File: config.mk
export PLATFORM = sky130hd
export DESIGN_NAME = usb_parallel_fifo_port
export DESIGN_NICKNAME = d
export VERILOG_FILES = /design/src/include/usb_fifo_port_pkg.sv /design/src/include/fifo_byte_if.sv /design/src/design/byte_fifo.sv /design/src/design/usb_parallel_fifo_port.sv
export VERILOG_INCLUDE_DIRS = /design/src /design/src/include
export SDC_FILE = /design/constraint.sdc
export NUM_CORES = 1
export LEC_CHECK = 0
export BUFFER_PORTS_ARGS = -buffer_cell sky130_fd_sc_hd__buf_4
export CORE_MARGIN = 5
export CORE_UTILIZATION = 25
export DETAILED_ROUTE_END_ITERATION = 10
export PLACE_DENSITY = 0.5
export SLEW_MARGIN = 20
export SYNTH_ARGS = -nofsm -noshare
export SYNTH_HDL_FRONTEND = slang
export SYNTH_SLANG_ARGS = --single-unit
export TNS_END_PERCENT = 10
File: constraint.sdc
create_clock -name clock -period 6.8 [get_ports clock]
set_input_delay 0.68 -clock clock [delete_from_list [all_inputs] [get_ports clock]]
set_output_delay 0.68 -clock clock [all_outputs]
set_load 0.02 [all_outputs]
File: src/include/usb_fifo_port_defs.svh
`ifndef USB_FIFO_PORT_DEFS_SVH
`define USB_FIFO_PORT_DEFS_SVH

// ----------------------------------------------------------------------------
// byte bus layout
// ----------------------------------------------------------------------------
`define FIFO_BUS_BIT_LSB 0
`define FIFO_BUS_BIT_MSB 7

// ----------------------------------------------------------------------------
// timing
// ----------------------------------------------------------------------------
`define CLK_PERIOD_NS     20
`define FLAG_HOLD_NS      80
// least time, rounded up to whole cycles, at least one
`define FLAG_HOLD_CYC     (((`FLAG_HOLD_NS + `CLK_PERIOD_NS - 1) / `CLK_PERIOD_NS) < 1 ? 1 : \
                           ((`FLAG_HOLD_NS + `CLK_PERIOD_NS - 1) / `CLK_PERIOD_NS))
`define FLAG_HOLD_W       3

// ----------------------------------------------------------------------------
// reset values
// ----------------------------------------------------------------------------
// idle levels of {send_now_wake_n, wr, rd_n}
`define STRB_IDLE         3'h5
`define FIFO_DEPTH_DEF    16

`endif

File: src/include/usb_fifo_port_pkg.sv
`include "usb_fifo_port_defs.svh"

package usb_fifo_port_pkg;

  // one byte of the fifo bus
  typedef logic [`FIFO_BUS_BIT_MSB:`FIFO_BUS_BIT_LSB] byte_t;

  // phase of a read strobe
  typedef enum logic {
    RD_IDLE,
    RD_DRIVE
  } rd_phase_t;

endpackage

File: src/include/fifo_byte_if.sv
`timescale 1ns/1ps

// ----------------------------------------------------------------------------
// push / pop handshake of one byte fifo
// ----------------------------------------------------------------------------
interface fifo_byte_if #(
  parameter int WIDTH = 8
);
  logic             push_valid;  // byte offered
  logic             push_ready;  // room for it
  logic [WIDTH-1:0] push_data;   // offered byte
  logic             pop_valid;   // head byte present
  logic             pop_ready;   // consume head
  logic [WIDTH-1:0] pop_data;    // head byte

  // the storage side
  modport store (
    input  push_valid,
    input  push_data,
    input  pop_ready,
    output push_ready,
    output pop_valid,
    output pop_data
  );

  // the side that fills and drains it
  modport user (
    output push_valid,
    output push_data,
    output pop_ready,
    input  push_ready,
    input  pop_valid,
    input  pop_data
  );
endinterface

File: src/design/byte_fifo.sv
`timescale 1ns/1ps

// ----------------------------------------------------------------------------
// byte fifo: push ignored when full, pop ignored when empty
// ----------------------------------------------------------------------------
module byte_fifo #(
  parameter int WIDTH = 8,
  parameter int DEPTH = 16
) (
  // clock and reset
  input wire logic  clock,
  input wire logic  rst_n,
  // handshake
  fifo_byte_if.store port
);

  localparam int AW = $clog2(DEPTH);

  logic [WIDTH-1:0] mem [DEPTH];   // storage
  logic [AW-1:0]    wr_ptr_q;      // next write slot
  logic [AW-1:0]    rd_ptr_q;      // head slot
  logic [AW:0]      count_q;       // bytes held
  logic             push_ok;       // push accepted
  logic             pop_ok;        // pop accepted

  assign port.push_ready = (count_q != (AW+1)'(DEPTH));
  assign port.pop_valid  = (count_q != '0);
  assign port.pop_data   = mem[rd_ptr_q];
  assign push_ok         = port.push_valid & port.push_ready;
  assign pop_ok          = port.pop_ready & port.pop_valid;

  // storage write, no reset needed
  always_ff @(posedge clock) begin
    if (push_ok) begin
      mem[wr_ptr_q] <= port.push_data;
    end
  end

  // pointers and fill level
  always_ff @(posedge clock or negedge rst_n) begin
    if (!rst_n) begin
      wr_ptr_q <= '0;
      rd_ptr_q <= '0;
      count_q  <= '0;
    end else begin
      if (push_ok) begin
        wr_ptr_q <= (wr_ptr_q == AW'(DEPTH-1)) ? '0 : wr_ptr_q + AW'(1);
      end
      if (pop_ok) begin
        rd_ptr_q <= (rd_ptr_q == AW'(DEPTH-1)) ? '0 : rd_ptr_q + AW'(1);
      end
      // simultaneous push and pop keep the level
      if (push_ok && !pop_ok) begin
        count_q <= count_q + (AW+1)'(1);
      end else if (pop_ok && !push_ok) begin
        count_q <= count_q - (AW+1)'(1);
      end
    end
  end

endmodule

File: src/design/usb_parallel_fifo_port.sv
`timescale 1ns/1ps

// Summary of operation
// eight-line bidirectional byte bus per channel
// receive flag low while receive byte waits
// host reads only while receive flag low
// transmit flag low while transmit has room
// host writes only while transmit flag low
// drive receive byte only while read low
// read rising edge consumes byte, advances
// write falling edge captures bus byte
// receive flag high 80 ns after read
// transmit flag high 80 ns after write
// host read strobe low at least 50 ns
// host read high 50 ns plus holdoff
// host write strobe high at least 50 ns
// host write low at least 50 ns
// wake pulse while suspended requests resume; code requests it only with remote_wake_en set
// wake pulse when active flushes transmit data
// flags undriven during device reset
// each channel enabled independently, both together
// ignore reads when empty, writes when full
module usb_parallel_fifo_port
  import usb_fifo_port_pkg::*;
#(
  parameter int NUM_CH     = 2,
  parameter int RX_DEPTH   = `FIFO_DEPTH_DEF,
  parameter int TX_DEPTH   = `FIFO_DEPTH_DEF
) (
  // clock and reset
  input  wire logic                          clock,
  input  wire logic                          arst_n,
  // fifo byte bus pins
  input  wire logic [NUM_CH-1:0][7:0]        bus_in,
  output logic      [NUM_CH-1:0][7:0]        bus_out,
  output logic      [NUM_CH-1:0]             bus_oe,
  // strobe pins
  input  wire logic [NUM_CH-1:0]             rd_n,
  input  wire logic [NUM_CH-1:0]             wr,
  input  wire logic [NUM_CH-1:0]             send_now_wake_n,
  // status flag pins
  output logic      [NUM_CH-1:0]             rx_avail_n,
  output logic      [NUM_CH-1:0]             rx_avail_oe,
  output logic      [NUM_CH-1:0]             tx_space_n,
  output logic      [NUM_CH-1:0]             tx_space_oe,
  // channel configuration and usb state
  input  wire logic [NUM_CH-1:0]             fifo_mode_en,
  input  wire logic [NUM_CH-1:0]             remote_wake_en,
  input  wire logic [NUM_CH-1:0]             suspend_indicator_n,
  // usb side receive stream into the device
  input  wire logic [NUM_CH-1:0]             usb_rx_valid,
  input  wire logic [NUM_CH-1:0][7:0]        usb_rx_data,
  output logic      [NUM_CH-1:0]             usb_rx_ready,
  // usb side transmit stream out of the device
  output logic      [NUM_CH-1:0]             usb_tx_valid,
  output logic      [NUM_CH-1:0][7:0]        usb_tx_data,
  input  wire logic [NUM_CH-1:0]             usb_tx_ready,
  // usb side requests
  output logic      [NUM_CH-1:0]             send_now,
  output logic      [NUM_CH-1:0]             resume_req
);

  // --------------------------------------------------------------------------
  // reset release
  // --------------------------------------------------------------------------
  logic rst_meta_q;  // first reset stage
  logic rst_n_q;     // released reset used everywhere

  // assert at once, release after two edges
  always_ff @(posedge clock or negedge arst_n) begin
    if (!arst_n) begin
      rst_meta_q <= 1'b0;
      rst_n_q    <= 1'b0;
    end else begin
      rst_meta_q <= 1'b1;
      rst_n_q    <= rst_meta_q;
    end
  end

  // --------------------------------------------------------------------------
  // per channel port
  // --------------------------------------------------------------------------
  for (genvar c = 0; c < NUM_CH; c++) begin : g_ch

    // pin synchronisers: {wake, wr, rd}
    logic [2:0]             strb_m_q;      // first stage
    logic [2:0]             strb_s_q;      // second stage
    logic [2:0]             strb_p_q;      // previous synced value
    byte_t                  dat_m_q;       // bus first stage
    byte_t                  dat_s_q;       // bus second stage
    byte_t                  dat_p_q;       // bus one sample earlier

    // edges of the synced strobes
    logic                   rd_fall;       // read strobe starts
    logic                   rd_rise;       // read strobe ends
    logic                   wr_fall;       // write strobe ends
    logic                   wake_fall;     // wake pin strobed low

    // read path state
    rd_phase_t              rd_phase_q;    // idle or driving
    byte_t                  bus_out_q;     // byte on the pins
    logic                   bus_oe_q;      // bus driven
    logic                   rx_pop;        // consume head byte

    // flag state
    logic [`FLAG_HOLD_W-1:0] rx_hold_q;    // receive flag holdoff
    logic [`FLAG_HOLD_W-1:0] tx_hold_q;    // transmit flag holdoff
    logic                   rx_avail_n_q;  // receive flag level
    logic                   tx_space_n_q;  // transmit flag level
    logic                   flag_oe_q;     // flags driven

    // usb side pulses
    logic                   send_now_q;    // flush request
    logic                   resume_q;      // resume request

    // fifos between usb and pins
    fifo_byte_if #(.WIDTH(8)) rx_if ();
    fifo_byte_if #(.WIDTH(8)) tx_if ();

    // ------------------------------------------------------------------------
    // pin synchronisers
    // ------------------------------------------------------------------------
    // strobes pass two flops before any edge detection
    always_ff @(posedge clock or negedge rst_n_q) begin
      if (!rst_n_q) begin
        strb_m_q <= `STRB_IDLE;
        strb_s_q <= `STRB_IDLE;
        strb_p_q <= `STRB_IDLE;
      end else begin
        strb_m_q <= {send_now_wake_n[c], wr[c], rd_n[c]};
        strb_s_q <= strb_m_q;
        strb_p_q <= strb_s_q;
      end
    end

    // bus byte aligned one sample before the strobe edge
    always_ff @(posedge clock or negedge rst_n_q) begin
      if (!rst_n_q) begin
        dat_m_q <= 8'h00;
        dat_s_q <= 8'h00;
        dat_p_q <= 8'h00;
      end else begin
        dat_m_q <= bus_in[c];
        dat_s_q <= dat_m_q;
        dat_p_q <= dat_s_q;
      end
    end

    assign rd_fall   =  strb_p_q[0] & ~strb_s_q[0];
    assign rd_rise   = ~strb_p_q[0] &  strb_s_q[0];
    assign wr_fall   =  strb_p_q[1] & ~strb_s_q[1];
    assign wake_fall =  strb_p_q[2] & ~strb_s_q[2];

    // ------------------------------------------------------------------------
    // fifos
    // ------------------------------------------------------------------------
    byte_fifo #(
      .WIDTH (8),
      .DEPTH (RX_DEPTH)
    ) u_rx_fifo (
      .clock (clock),
      .rst_n (rst_n_q),
      .port  (rx_if.store)
    );

    byte_fifo #(
      .WIDTH (8),
      .DEPTH (TX_DEPTH)
    ) u_tx_fifo (
      .clock (clock),
      .rst_n (rst_n_q),
      .port  (tx_if.store)
    );

    // usb fills the receive fifo
    assign rx_if.push_valid = usb_rx_valid[c];
    assign rx_if.push_data  = usb_rx_data[c];
    assign usb_rx_ready[c]  = rx_if.push_ready;

    // usb drains the transmit fifo
    assign usb_tx_valid[c]  = tx_if.pop_valid;
    assign usb_tx_data[c]   = tx_if.pop_data;
    assign tx_if.pop_ready  = usb_tx_ready[c];

    // ------------------------------------------------------------------------
    // read strobe
    // ------------------------------------------------------------------------
    // pop only at the end of a strobe, empty fifo ignores it
    assign rx_pop          = rd_rise & (rd_phase_q == RD_DRIVE) & fifo_mode_en[c];
    assign rx_if.pop_ready = rx_pop;

    // drive head byte while the strobe is low
    always_ff @(posedge clock or negedge rst_n_q) begin
      if (!rst_n_q) begin
        rd_phase_q <= RD_IDLE;
        bus_out_q  <= 8'h00;
        bus_oe_q   <= 1'b0;
      end else if (!fifo_mode_en[c]) begin
        // channel not in this mode: bus released
        rd_phase_q <= RD_IDLE;
        bus_oe_q   <= 1'b0;
      end else begin
        unique case (rd_phase_q)
          RD_IDLE: begin
            if (rd_fall) begin
              rd_phase_q <= RD_DRIVE;
              bus_out_q  <= rx_if.pop_data;
              bus_oe_q   <= 1'b1;
            end
          end
          RD_DRIVE: begin
            if (rd_rise) begin
              rd_phase_q <= RD_IDLE;
              bus_oe_q   <= 1'b0;
            end
          end
        endcase
      end
    end

    // ------------------------------------------------------------------------
    // write strobe
    // ------------------------------------------------------------------------
    // capture at falling edge, full fifo drops the byte
    assign tx_if.push_valid = wr_fall & fifo_mode_en[c];
    assign tx_if.push_data  = dat_p_q;

    // ------------------------------------------------------------------------
    // flag holdoff counters
    // ------------------------------------------------------------------------
    // receive flag held inactive after each read
    always_ff @(posedge clock or negedge rst_n_q) begin
      if (!rst_n_q) begin
        rx_hold_q <= '0;
      end else if (rx_pop) begin
        rx_hold_q <= `FLAG_HOLD_W'(`FLAG_HOLD_CYC);
      end else if (rx_hold_q != '0) begin
        rx_hold_q <= rx_hold_q - `FLAG_HOLD_W'(1);
      end
    end

    // transmit flag held inactive after each write
    always_ff @(posedge clock or negedge rst_n_q) begin
      if (!rst_n_q) begin
        tx_hold_q <= '0;
      end else if (tx_if.push_valid) begin
        tx_hold_q <= `FLAG_HOLD_W'(`FLAG_HOLD_CYC);
      end else if (tx_hold_q != '0) begin
        tx_hold_q <= tx_hold_q - `FLAG_HOLD_W'(1);
      end
    end

    // ------------------------------------------------------------------------
    // status flags
    // ------------------------------------------------------------------------
    // low only with data waiting (receive) or room free (transmit), no holdoff running and mode on
    always_ff @(posedge clock or negedge rst_n_q) begin
      if (!rst_n_q) begin
        rx_avail_n_q <= 1'b1;
        tx_space_n_q <= 1'b1;
      end else begin
        rx_avail_n_q <= ~rx_if.pop_valid | rx_pop | (rx_hold_q != '0)
                        | ~fifo_mode_en[c];
        tx_space_n_q <= ~tx_if.push_ready | tx_if.push_valid | (tx_hold_q != '0)
                        | ~fifo_mode_en[c];
      end
    end

    // flags released while reset or mode off
    always_ff @(posedge clock or negedge rst_n_q) begin
      if (!rst_n_q) begin
        flag_oe_q <= 1'b0;
      end else begin
        flag_oe_q <= fifo_mode_en[c];
      end
    end

    // ------------------------------------------------------------------------
    // send now and wakeup
    // ------------------------------------------------------------------------
    // suspended: resume if enabled; active: flush transmit data
    always_ff @(posedge clock or negedge rst_n_q) begin
      if (!rst_n_q) begin
        send_now_q <= 1'b0;
        resume_q   <= 1'b0;
      end else begin
        send_now_q <= wake_fall & fifo_mode_en[c] & ~suspend_indicator_n[c];
        resume_q   <= wake_fall & fifo_mode_en[c] & suspend_indicator_n[c]
                      & remote_wake_en[c];
      end
    end

    // ------------------------------------------------------------------------
    // outputs
    // ------------------------------------------------------------------------
    assign bus_out[c]     = bus_out_q;
    assign bus_oe[c]      = bus_oe_q;
    assign rx_avail_n[c]  = rx_avail_n_q;
    assign rx_avail_oe[c] = flag_oe_q;
    assign tx_space_n[c]  = tx_space_n_q;
    assign tx_space_oe[c] = flag_oe_q;
    assign send_now[c]    = send_now_q;
    assign resume_req[c]  = resume_q;
  end

endmodule

==> summary.md, run 1 <==
| Metric | Value |
|---|---|
| Final setup viols | 0 |
| Asr flop ratio synth | between 20% and 30% |
| Initial DRC count | 826 |
| First-pass GRT wire length | about 87000 um |
| GR Overflow Total | 0 |
| Yosys cell types | 55 |
| Reg area | ~20000 um^2 |
| Final Cycle Share | 56.6% |
| Post-route ant nets | 0 |
| Synth area leader | edfxtp_1 |
| Post-synth top area share | between 50 and 60% |
| Total Routed Length | about 56000 um |
| Tightest Pin Transition | about 1.1 ns |
| PortBufs | slightly below 100 |
| Ys flop type | edfxtp_1 |
| Post-synth EDFFs | slightly above 500 |
| Setup crit start kind | register |
| Most frequent cells after synthesis | edfxtp_1 (512), dfrtp_1 (146), mux4_2 (94), mux2i_1 (85), nor2_1 (81) |
| Final min period | around 3.8 ns |
| Max Freq | approximately 260 MHz |
| Wire length per cell | between 15 and 20 um |
| RD Place Congestion | between 0.7 and 0.8 |
| Clk_lat worst skew | 0.62 ns |
| Avg Cell Area, Syn | around 17 um^2 |
| Crit. End Element | output pin |
| Relative slew margins | between 20% and 30% |
| Top area cells in the synthesized netlist | edfxtp_1 (58%), dfrtp_1 (14%), mux4_2 (8.0%) |
| Peak supply drop | ~0.16 mV |
| Status | finished clean |
| Mapped Area | approximately 27000 um^2 |
| YS warnings | 0 |
| Vias/cell | about 4.3 |
| Clock Skew | 0.0220 ns |
| NumNets Final | between 1.5k and 2k |
| RSZ-0062 raised after global routing | false |
| Synth Register Bits | 674 |
| CP max stage delay | approximately 0.86 ns |
| Max Cap Viol | 0 |
| CP Data Required Time | 6.12 ns |
| Crit-path cells | buf_4, mux2_2, o21ai_0, a21oi_1, o21ai_0, nand2_1, buf_4 |
| Max Transition Viols Final | 0 |
| Largest net degree at the start of global routing | 70 |
| Hpwl dp | about 36000 um |
| CTS Buf Count | 78 |
| Die X | roughly 340 um |
| Fill count | slightly above 10k |
| CTS tree | done |
| Design area | roughly 31000 um^2 |
| Placed cell area | ~29000 um^2 |
| Max clock buf depth | 3 |
| Syn_nets | between 1.5k and 2k |
| Clock sinks | between 600 and 700 |
| Crit path DAT | about 3.2 ns |
| H-tree depth | 3 |
| Pwr Density | about 400 nW/um^2 |
| Initial antenna violation count | 6 |
| CTS resizes | 0 |
| Die ar. | 113000 um^2 |
| Setup TNS | 0 ns |
| Layout cell share with drive strength beyond 1 | between 20 and 25% |
| Sequential area share after synthesis | around 73% |
| Vias in the first global route | between 10k and 15k |
| Area growth syn-to-layout | 17.9% |
| First drt pass iteration count | 5 |
| Total power | ~12 mW |
| Most frequent cell after synthesis | edfxtp_1 |
| Detailed-route via count | between 10k and 15k |
| # IOs | 100 |
| Pleak | 10.8 nW |
| Hold WC Path Type | in2reg |
| Rows | around 120 |
| Die height | between 300 and 400 um |
| Clock slew at reported path FFs | approximately 0.060 ns |
| Root Driver | clkbuf_16 |
| Gr usage total | under 10% |
| Core ar. | between 100000 and 150000 um^2 |
| Area of the multi-input gates | 6510 um^2 |
| # hold bufs at CTS | 1 |
| Final Hold Viols | 0 |
| Slowest CP cell | dfrtp_2 |
| CP max FO | 29 |
| Starting Density | about a quarter |
| Setup Buffers After CTS | 0 |
| Cell count after synthesis | 1528 |
| Remaining DRCs | 0 |
| WS Path Type | reg2out |
[metrics by stage]
step	instances	hold slack [ns]	util, %	setup WS [ns]
2_1_floorplan	1528	0.331	-	1.98
3_3_place_gp	2948	0.332	27.2	3.59
3_5_place_dp	2948	0.335	27.2	3.53
4_1_cts	3095	0.102	29.7	2.87
5_1_grt	3096	0.114	29.7	2.68
6_report	3100	0.163	29.7	2.95
[state kept, by name (all words and copies together), names as in the netlist, 10 cells and up]
register / flops
g_ch.u_tx_fifo.count_q: 10
g_ch.u_tx_fifo.mem: 256
g_ch.dat_m_q: 16
g_ch.u_rx_fifo.mem: 256
g_ch.dat_p_q: 16
g_ch.u_rx_fifo.count_q: 10
g_ch.dat_s_q: 16
g_ch.bus_out_q: 16
[metal layers]
metal  share of wire, %  wire length, um  vias to the layer above  track usage, %
met2                 48            27000                      240            16.6
met3                4.6             2590                      100            2.51
met5              0.073               41                        -               0
met4                2.7             1520                        6            3.10
met1                 45            25100                     6883            12.9
li1                   -                -                     6083               -
[cells in the final DEF, fill, tap and decap left out, types with 9 or more instances in the layout]
cell / instances
dfrtp_1: 141
nor2_1: 81
o21ai_0: 57
mux4_2: 94
and2_1: 20
nand3_1: 19
nand2_1: 75
nor3_1: 9
a22oi_1: 16
nor2b_1: 12
clkbuf_16: 82
a211oi_1: 12
o22ai_1: 17
edfxtp_1: 512
mux2_2: 13
a31oi_1: 9
xnor2_1: 24
a21oi_1: 40
ha_1: 47
clkbuf_1: 21
mux2i_1: 85
buf_4: 115
dfstp_2: 16
inv_1: 45
clkinv_2: 11
a21o_1: 13
[final cells by class]
type                    instances  share of cell area, %
well taps                    1391                   5.55
flip-flops and latches        674                   62.1
multi-input cells             723                   20.8
diodes                          4                 0.0319
clock inverters                36                   1.03
repair buffers                117                   2.87
clock buffers                 110                   7.11
inverters                      45                  0.539
[report_power, final]
part	leakage (nW)	switching (mW)	internal, mW
clock network	1.24	1.66	2.45
logic	3.06	1.63	1.38
registers	6.53	0.436	4.88
total	10.8	3.73	8.72
[kinds of logic (layout without fill, tap and decap cells)]
group / count (synthesis) / count (layout) / share of synthesized area, %
flops: 674 / 674 / 73.2
other cells: 1 / 5 / 0.0141
xor+xnor: 29 / 29 / 0.956
simple gates: 260 / 260 / 4.64
compound gates: 189 / 189 / 4.48
mux: 192 / 192 / 11.7
fa+ha+maj: 52 / 52 / 2.55
buf+inv: 131 / 308 / 2.46
[worst max-delay path: cells and delay by family, from the launching register on]
family	cells	cell delay, ns
buffers and inverters	2	0.75
AO/OA/AOI/OAI	3	0.41
AND/OR/NAND/NOR	1	0.14
flip-flops	1	0.86
multiplexers	1	0.39
[path summary, 6_finish.rpt]
| path | startpoint | to | slack (ns) | cells after the start |
|---|---|---|---|---|
| worst max register to register | g_ch[0].u_rx_fifo.count_q[1] | g_ch[0].u_rx_fifo.count_q[4] | 3.77 | 10 |
| worst min register to register | rst_n_q | g_ch[0].rx_hold_q[0] | 0.26 | 0 |
| max in group asynchronous | rst_n_q | g_ch[1].u_tx_fifo.rd_ptr_q[0] | 5.40 | 1 |
| min in group asynchronous | rst_n_q | g_ch[0].rx_hold_q[0] | 0.26 | 0 |
| worst min-delay path | bus_in[0] | g_ch[0].dat_m_q[0] | 0.16 | 1 |
| worst max-delay path | g_ch[0].u_tx_fifo.rd_ptr_q[0] | usb_tx_data[1] | 2.95 | 7 |
(Power assumes the default switching activity.)
==> run 2: changes to the inputs <==
--- a/config.mk
+++ b/config.mk
@@ -6,6 +6,7 @@
 export SDC_FILE = /design/constraint.sdc
 export NUM_CORES = 1
 export LEC_CHECK = 0
+export ABC_AREA = 1
 export BUFFER_PORTS_ARGS = -buffer_cell sky130_fd_sc_hd__buf_4
 export CORE_MARGIN = 5
 export CORE_UTILIZATION = 25
==> constraint.sdc (replaced) <==
create_clock -name clock -period 3.6 [get_ports clock]
set_input_delay 0.36 -clock clock [delete_from_list [all_inputs] [get_ports clock]]
set_output_delay 0.36 -clock clock [all_outputs]
set_load 0.02 [all_outputs]
==> summary.md, run 2 <==
| Metric | Value |
|---|---|
| Main combinational cell family by area after synthesis | simple AND/OR/NAND/NOR gates |
| Post-route ant nets | 0 |
| Max Transition Viols Final | 0 |
| Vias/cell | 4.20 |
| CP Data Required Time | 3.24 ns |
| R2R Path End | g_ch[1].u_rx_fifo.count_q[4] |
| Logic pwr share | between 20% and 30% |
| Leading cell type in the layout, fill and taps excluded | nand2_1 |
| Final Core Density | around 30% |
| Layout cell share with drive strength beyond 1 | between 10% and 20% |
| Root Driver | clkbuf_16 |
| Post-synth top area share | a little over half |
| Crit path DAT | 2.70 ns |
| Sequential area share after synthesis | 69.3% |
| Clock Skew | approximately 0.02 ns |
| Setup TNS | 0 ns |
| Setup crit start kind | register |
| Avg Cell Area, Syn | 11.2 um^2 |
| Syn_nets | about 2.6k |
| YS warnings | 0 |
| Ys flop type | edfxtp_1 |
| Peak supply drop | 0.354 mV |
| Post-synthesis xor/xnor area fraction | less than 1% |
| Placed cells | just over 4k |
| Post-synthesis compound-gate area fraction | 4.78% |
| Post-synth EDFFs | about 500 |
| Initial antenna violation count | 8 |
| CTS Buf Count | between 70 and 80 |
| Cell internal pwr | 16.4 mW |
| Yosys cell types | between 40 and 50 |
| Cell count after synthesis | 2498 |
| Remaining DRCs | 0 |
| Relative slew margins | between 30% and 40% |
| Largest net degree at the start of global routing | 73 |
| Die ar. | 119000 um^2 |
| Final Cycle Share | between 80% and 90% |
| Post-synthesis mux area share | 0% |
| Gr usage total | 11.5% |
| Most frequent cell after synthesis | nand2_1 |
| Max clock buf depth | 3 |
| CP max FO | 33 |
| Final setup viols | 0 |
| Hold endpoint | g_ch[0].u_rx_fifo.mem[14][3] |
| R2r startpoint | g_ch[1].u_rx_fifo.count_q[1] |
| Most frequent cells in the layout | nand2_1 (634), edfxtp_1 (512), inv_1 (231), nand3_1 (220), nor2_1 (197) |
| Crit. End Element | output pin |
| Startpoint of the worst hold path | usb_rx_data[3] |
| Hold WC Path Type | in2reg |
| Hpwl dp | 42900 um |
| Clock slew at reported path FFs | ~0.060 ns |
| First-pass GRT wire length | 107000 um |
| Synth Area in Simple Gates | about 17% |
| Pleak | around 13 nW |
| Adder-Cell Fraction of Synth Area | between 2 and 2.5% |
| Placed cell area | approximately 31000 um^2 |
| Hold path cells | 1 |
| R2R Setup Slk | 0.68 ns |
| Die X | around 350 um |
| R2r worst-path depth | 13 |
| Vias in the first global route | 17.8k |
| Final min period | between 3 and 4 ns |
| Die height | between 300 and 400 um |
| Synth Register Bits | about 670 |
| Pwr Density | 747 nW/um^2 |
| First drt pass iteration count | 5 |
| Initial DRC count | about 1.2k |
| Clock group share of total power | between 30% and 40% |
| Wire length per cell | ~16 um |
| Max Freq | about 330 MHz |
| Sw Share | a little over a third |
| Area growth syn-to-layout | 19.9% |
| Total Routed Length | 69200 um |
| Clk_lat worst skew | about 0.63 ns |
| Status | finished clean |
| Detailed-route via count | approximately 18k |
| Starting Density | approximately a quarter |
| CTS resizes | 0 |
| Design area | about 34000 um^2 |
| Mapped Area | between 20000 and 30000 um^2 |
| Tightest Pin Transition | 0.946 ns |
| H-tree depth | 3 |
| NetSw | approximately 8.8 mW |
| Post-route setup slack | ~0.54 ns |
| WS Path Type | reg2out |
| Asr flop ratio synth | 24.0% |
| Fill count | approximately 12k |
| CTS tree | done |
| Place WS | between 0.7 and 0.8 ns |
| Rows | approximately 120 |
| NumNets Final | between 2k and 3k |
| Most frequent cells after synthesis | nand2_1 (634), edfxtp_1 (512), inv_1 (231), nand3_1 (220), nor2_1 (197) |
| Top area cells in the synthesized netlist | edfxtp_1 (55%), dfrtp_1 (13%), nand2_1 (8.5%) |
| Final Hold Viols | 0 |
| Max Cap Viol | 0 |
| Clock sinks | between 600 and 700 |
| Layout Cells excl Fill | approximately 4.2k |
| # IOs | 100 |
| Sequential share of power | about 40% |
| RD Place Congestion | approximately 0.76 |
| Synth area leader | edfxtp_1 |
| Top Registers | g_ch.u_rx_fifo.mem x256, g_ch.u_tx_fifo.mem x256 |
| RSZ-0062 raised after global routing | false |
| GR Overflow Total | 0 |
| Core ar. | about 110000 um^2 |
| PortBufs | a little under 100 |
[run 2: cell types whose count changed after synthesis, moves of 41 or more]
cell,previous run,this run
inv_1,45,231
mux2i_1,85,0
mux4_2,94,0
nand2_1,75,634
nand3_1,19,220
nor2_1,81,197
nor3_1,17,58
o21ai_0,57,141
[run 2: power by group through the flow]
stage               sequential [mW]  combinational, mW  clock, mW
finish                         9.92               7.20       8.01
detailed placement             10.1               7.32          0
global route                   10.0               8.16       8.62
floorplan                      9.87               4.99          0
CTS                            9.94               7.37       8.29
global placement               10.1               7.29          0
[run 2: cell type report]
type                       count  area [um^2]  area share [%]
sequential                   674        19500            57.8
multi-input combinational   1456         7020            20.9
clock buffer                 113         2320            6.90
tap                         1500         1880            5.58
timing repair buffer         213         1720            5.10
inverter                     244          916            2.72
clock inverter                35          318           0.945
antenna                        5         12.5          0.0372
[run 2: routing by layer]
layer	share of wire, %	global-route usage [%]
met1	47	15.8
met2	45	18.1
met3	4.9	2.51
met4	2.5	3.74
met5	0.019	0
[run 2: critical path: stages, from the launching register on]
cell	delay [ns]
dfrtp_1	0.39
buf_4	0.36
inv_1	0.07
nand2_1	0.06
inv_1	0.27
nand3_1	0.17
nand2_1	0.06
a31oi_1	0.33
nand2_1	0.10
nand2_1	0.10
buf_4	0.15
[run 2: repair_timing]
action / CTS / global route
hold buffers: 32 / 0
buffers inserted: 0 / 0
hold endpoints to repair: 32 / 0
[run 2: how the worst max path moves through the flow]
stage,slack [ns],to,start,cells past startpoint
floorplan,0.93,g_ch[0].bus_oe_q,rst_n_q,0
finish,0.54,usb_tx_data[5],g_ch[0].u_tx_fifo.rd_ptr_q[1],10
CTS,0.44,usb_tx_data[3],g_ch[0].u_tx_fifo.rd_ptr_q[1],10
global placement,0.70,g_ch[1].u_rx_fifo.count_q[4],g_ch[1].u_rx_fifo.count_q[1],13
global route,0.24,usb_tx_data[3],g_ch[0].u_tx_fifo.rd_ptr_q[1],10
detailed placement,0.71,g_ch[1].u_rx_fifo.count_q[4],g_ch[1].u_rx_fifo.count_q[1],13
[run 2: logic make-up (layout without fill, tap and decap cells)]
kind of cell,Yosys count,count (layout)
other,1,6
xor gates and xnor gates,31,31
adders and majority gates,51,51
DFF,674,674
buffers and inverters,368,605
and+or+nand+nor,1131,1131
AOI/OAI and AO/OA,242,242
[run 2: metrics by stage]
stage | hold slack (ns) | total power, mW
after floorplan | 0.0644 | 14.9
after global placement | 0.144 | 17.4
after detailed placement | 0.143 | 17.4
after CTS | 0.0203 | 25.6
after global routing | 0.0410 | 26.8
final | 0.0680 | 25.1
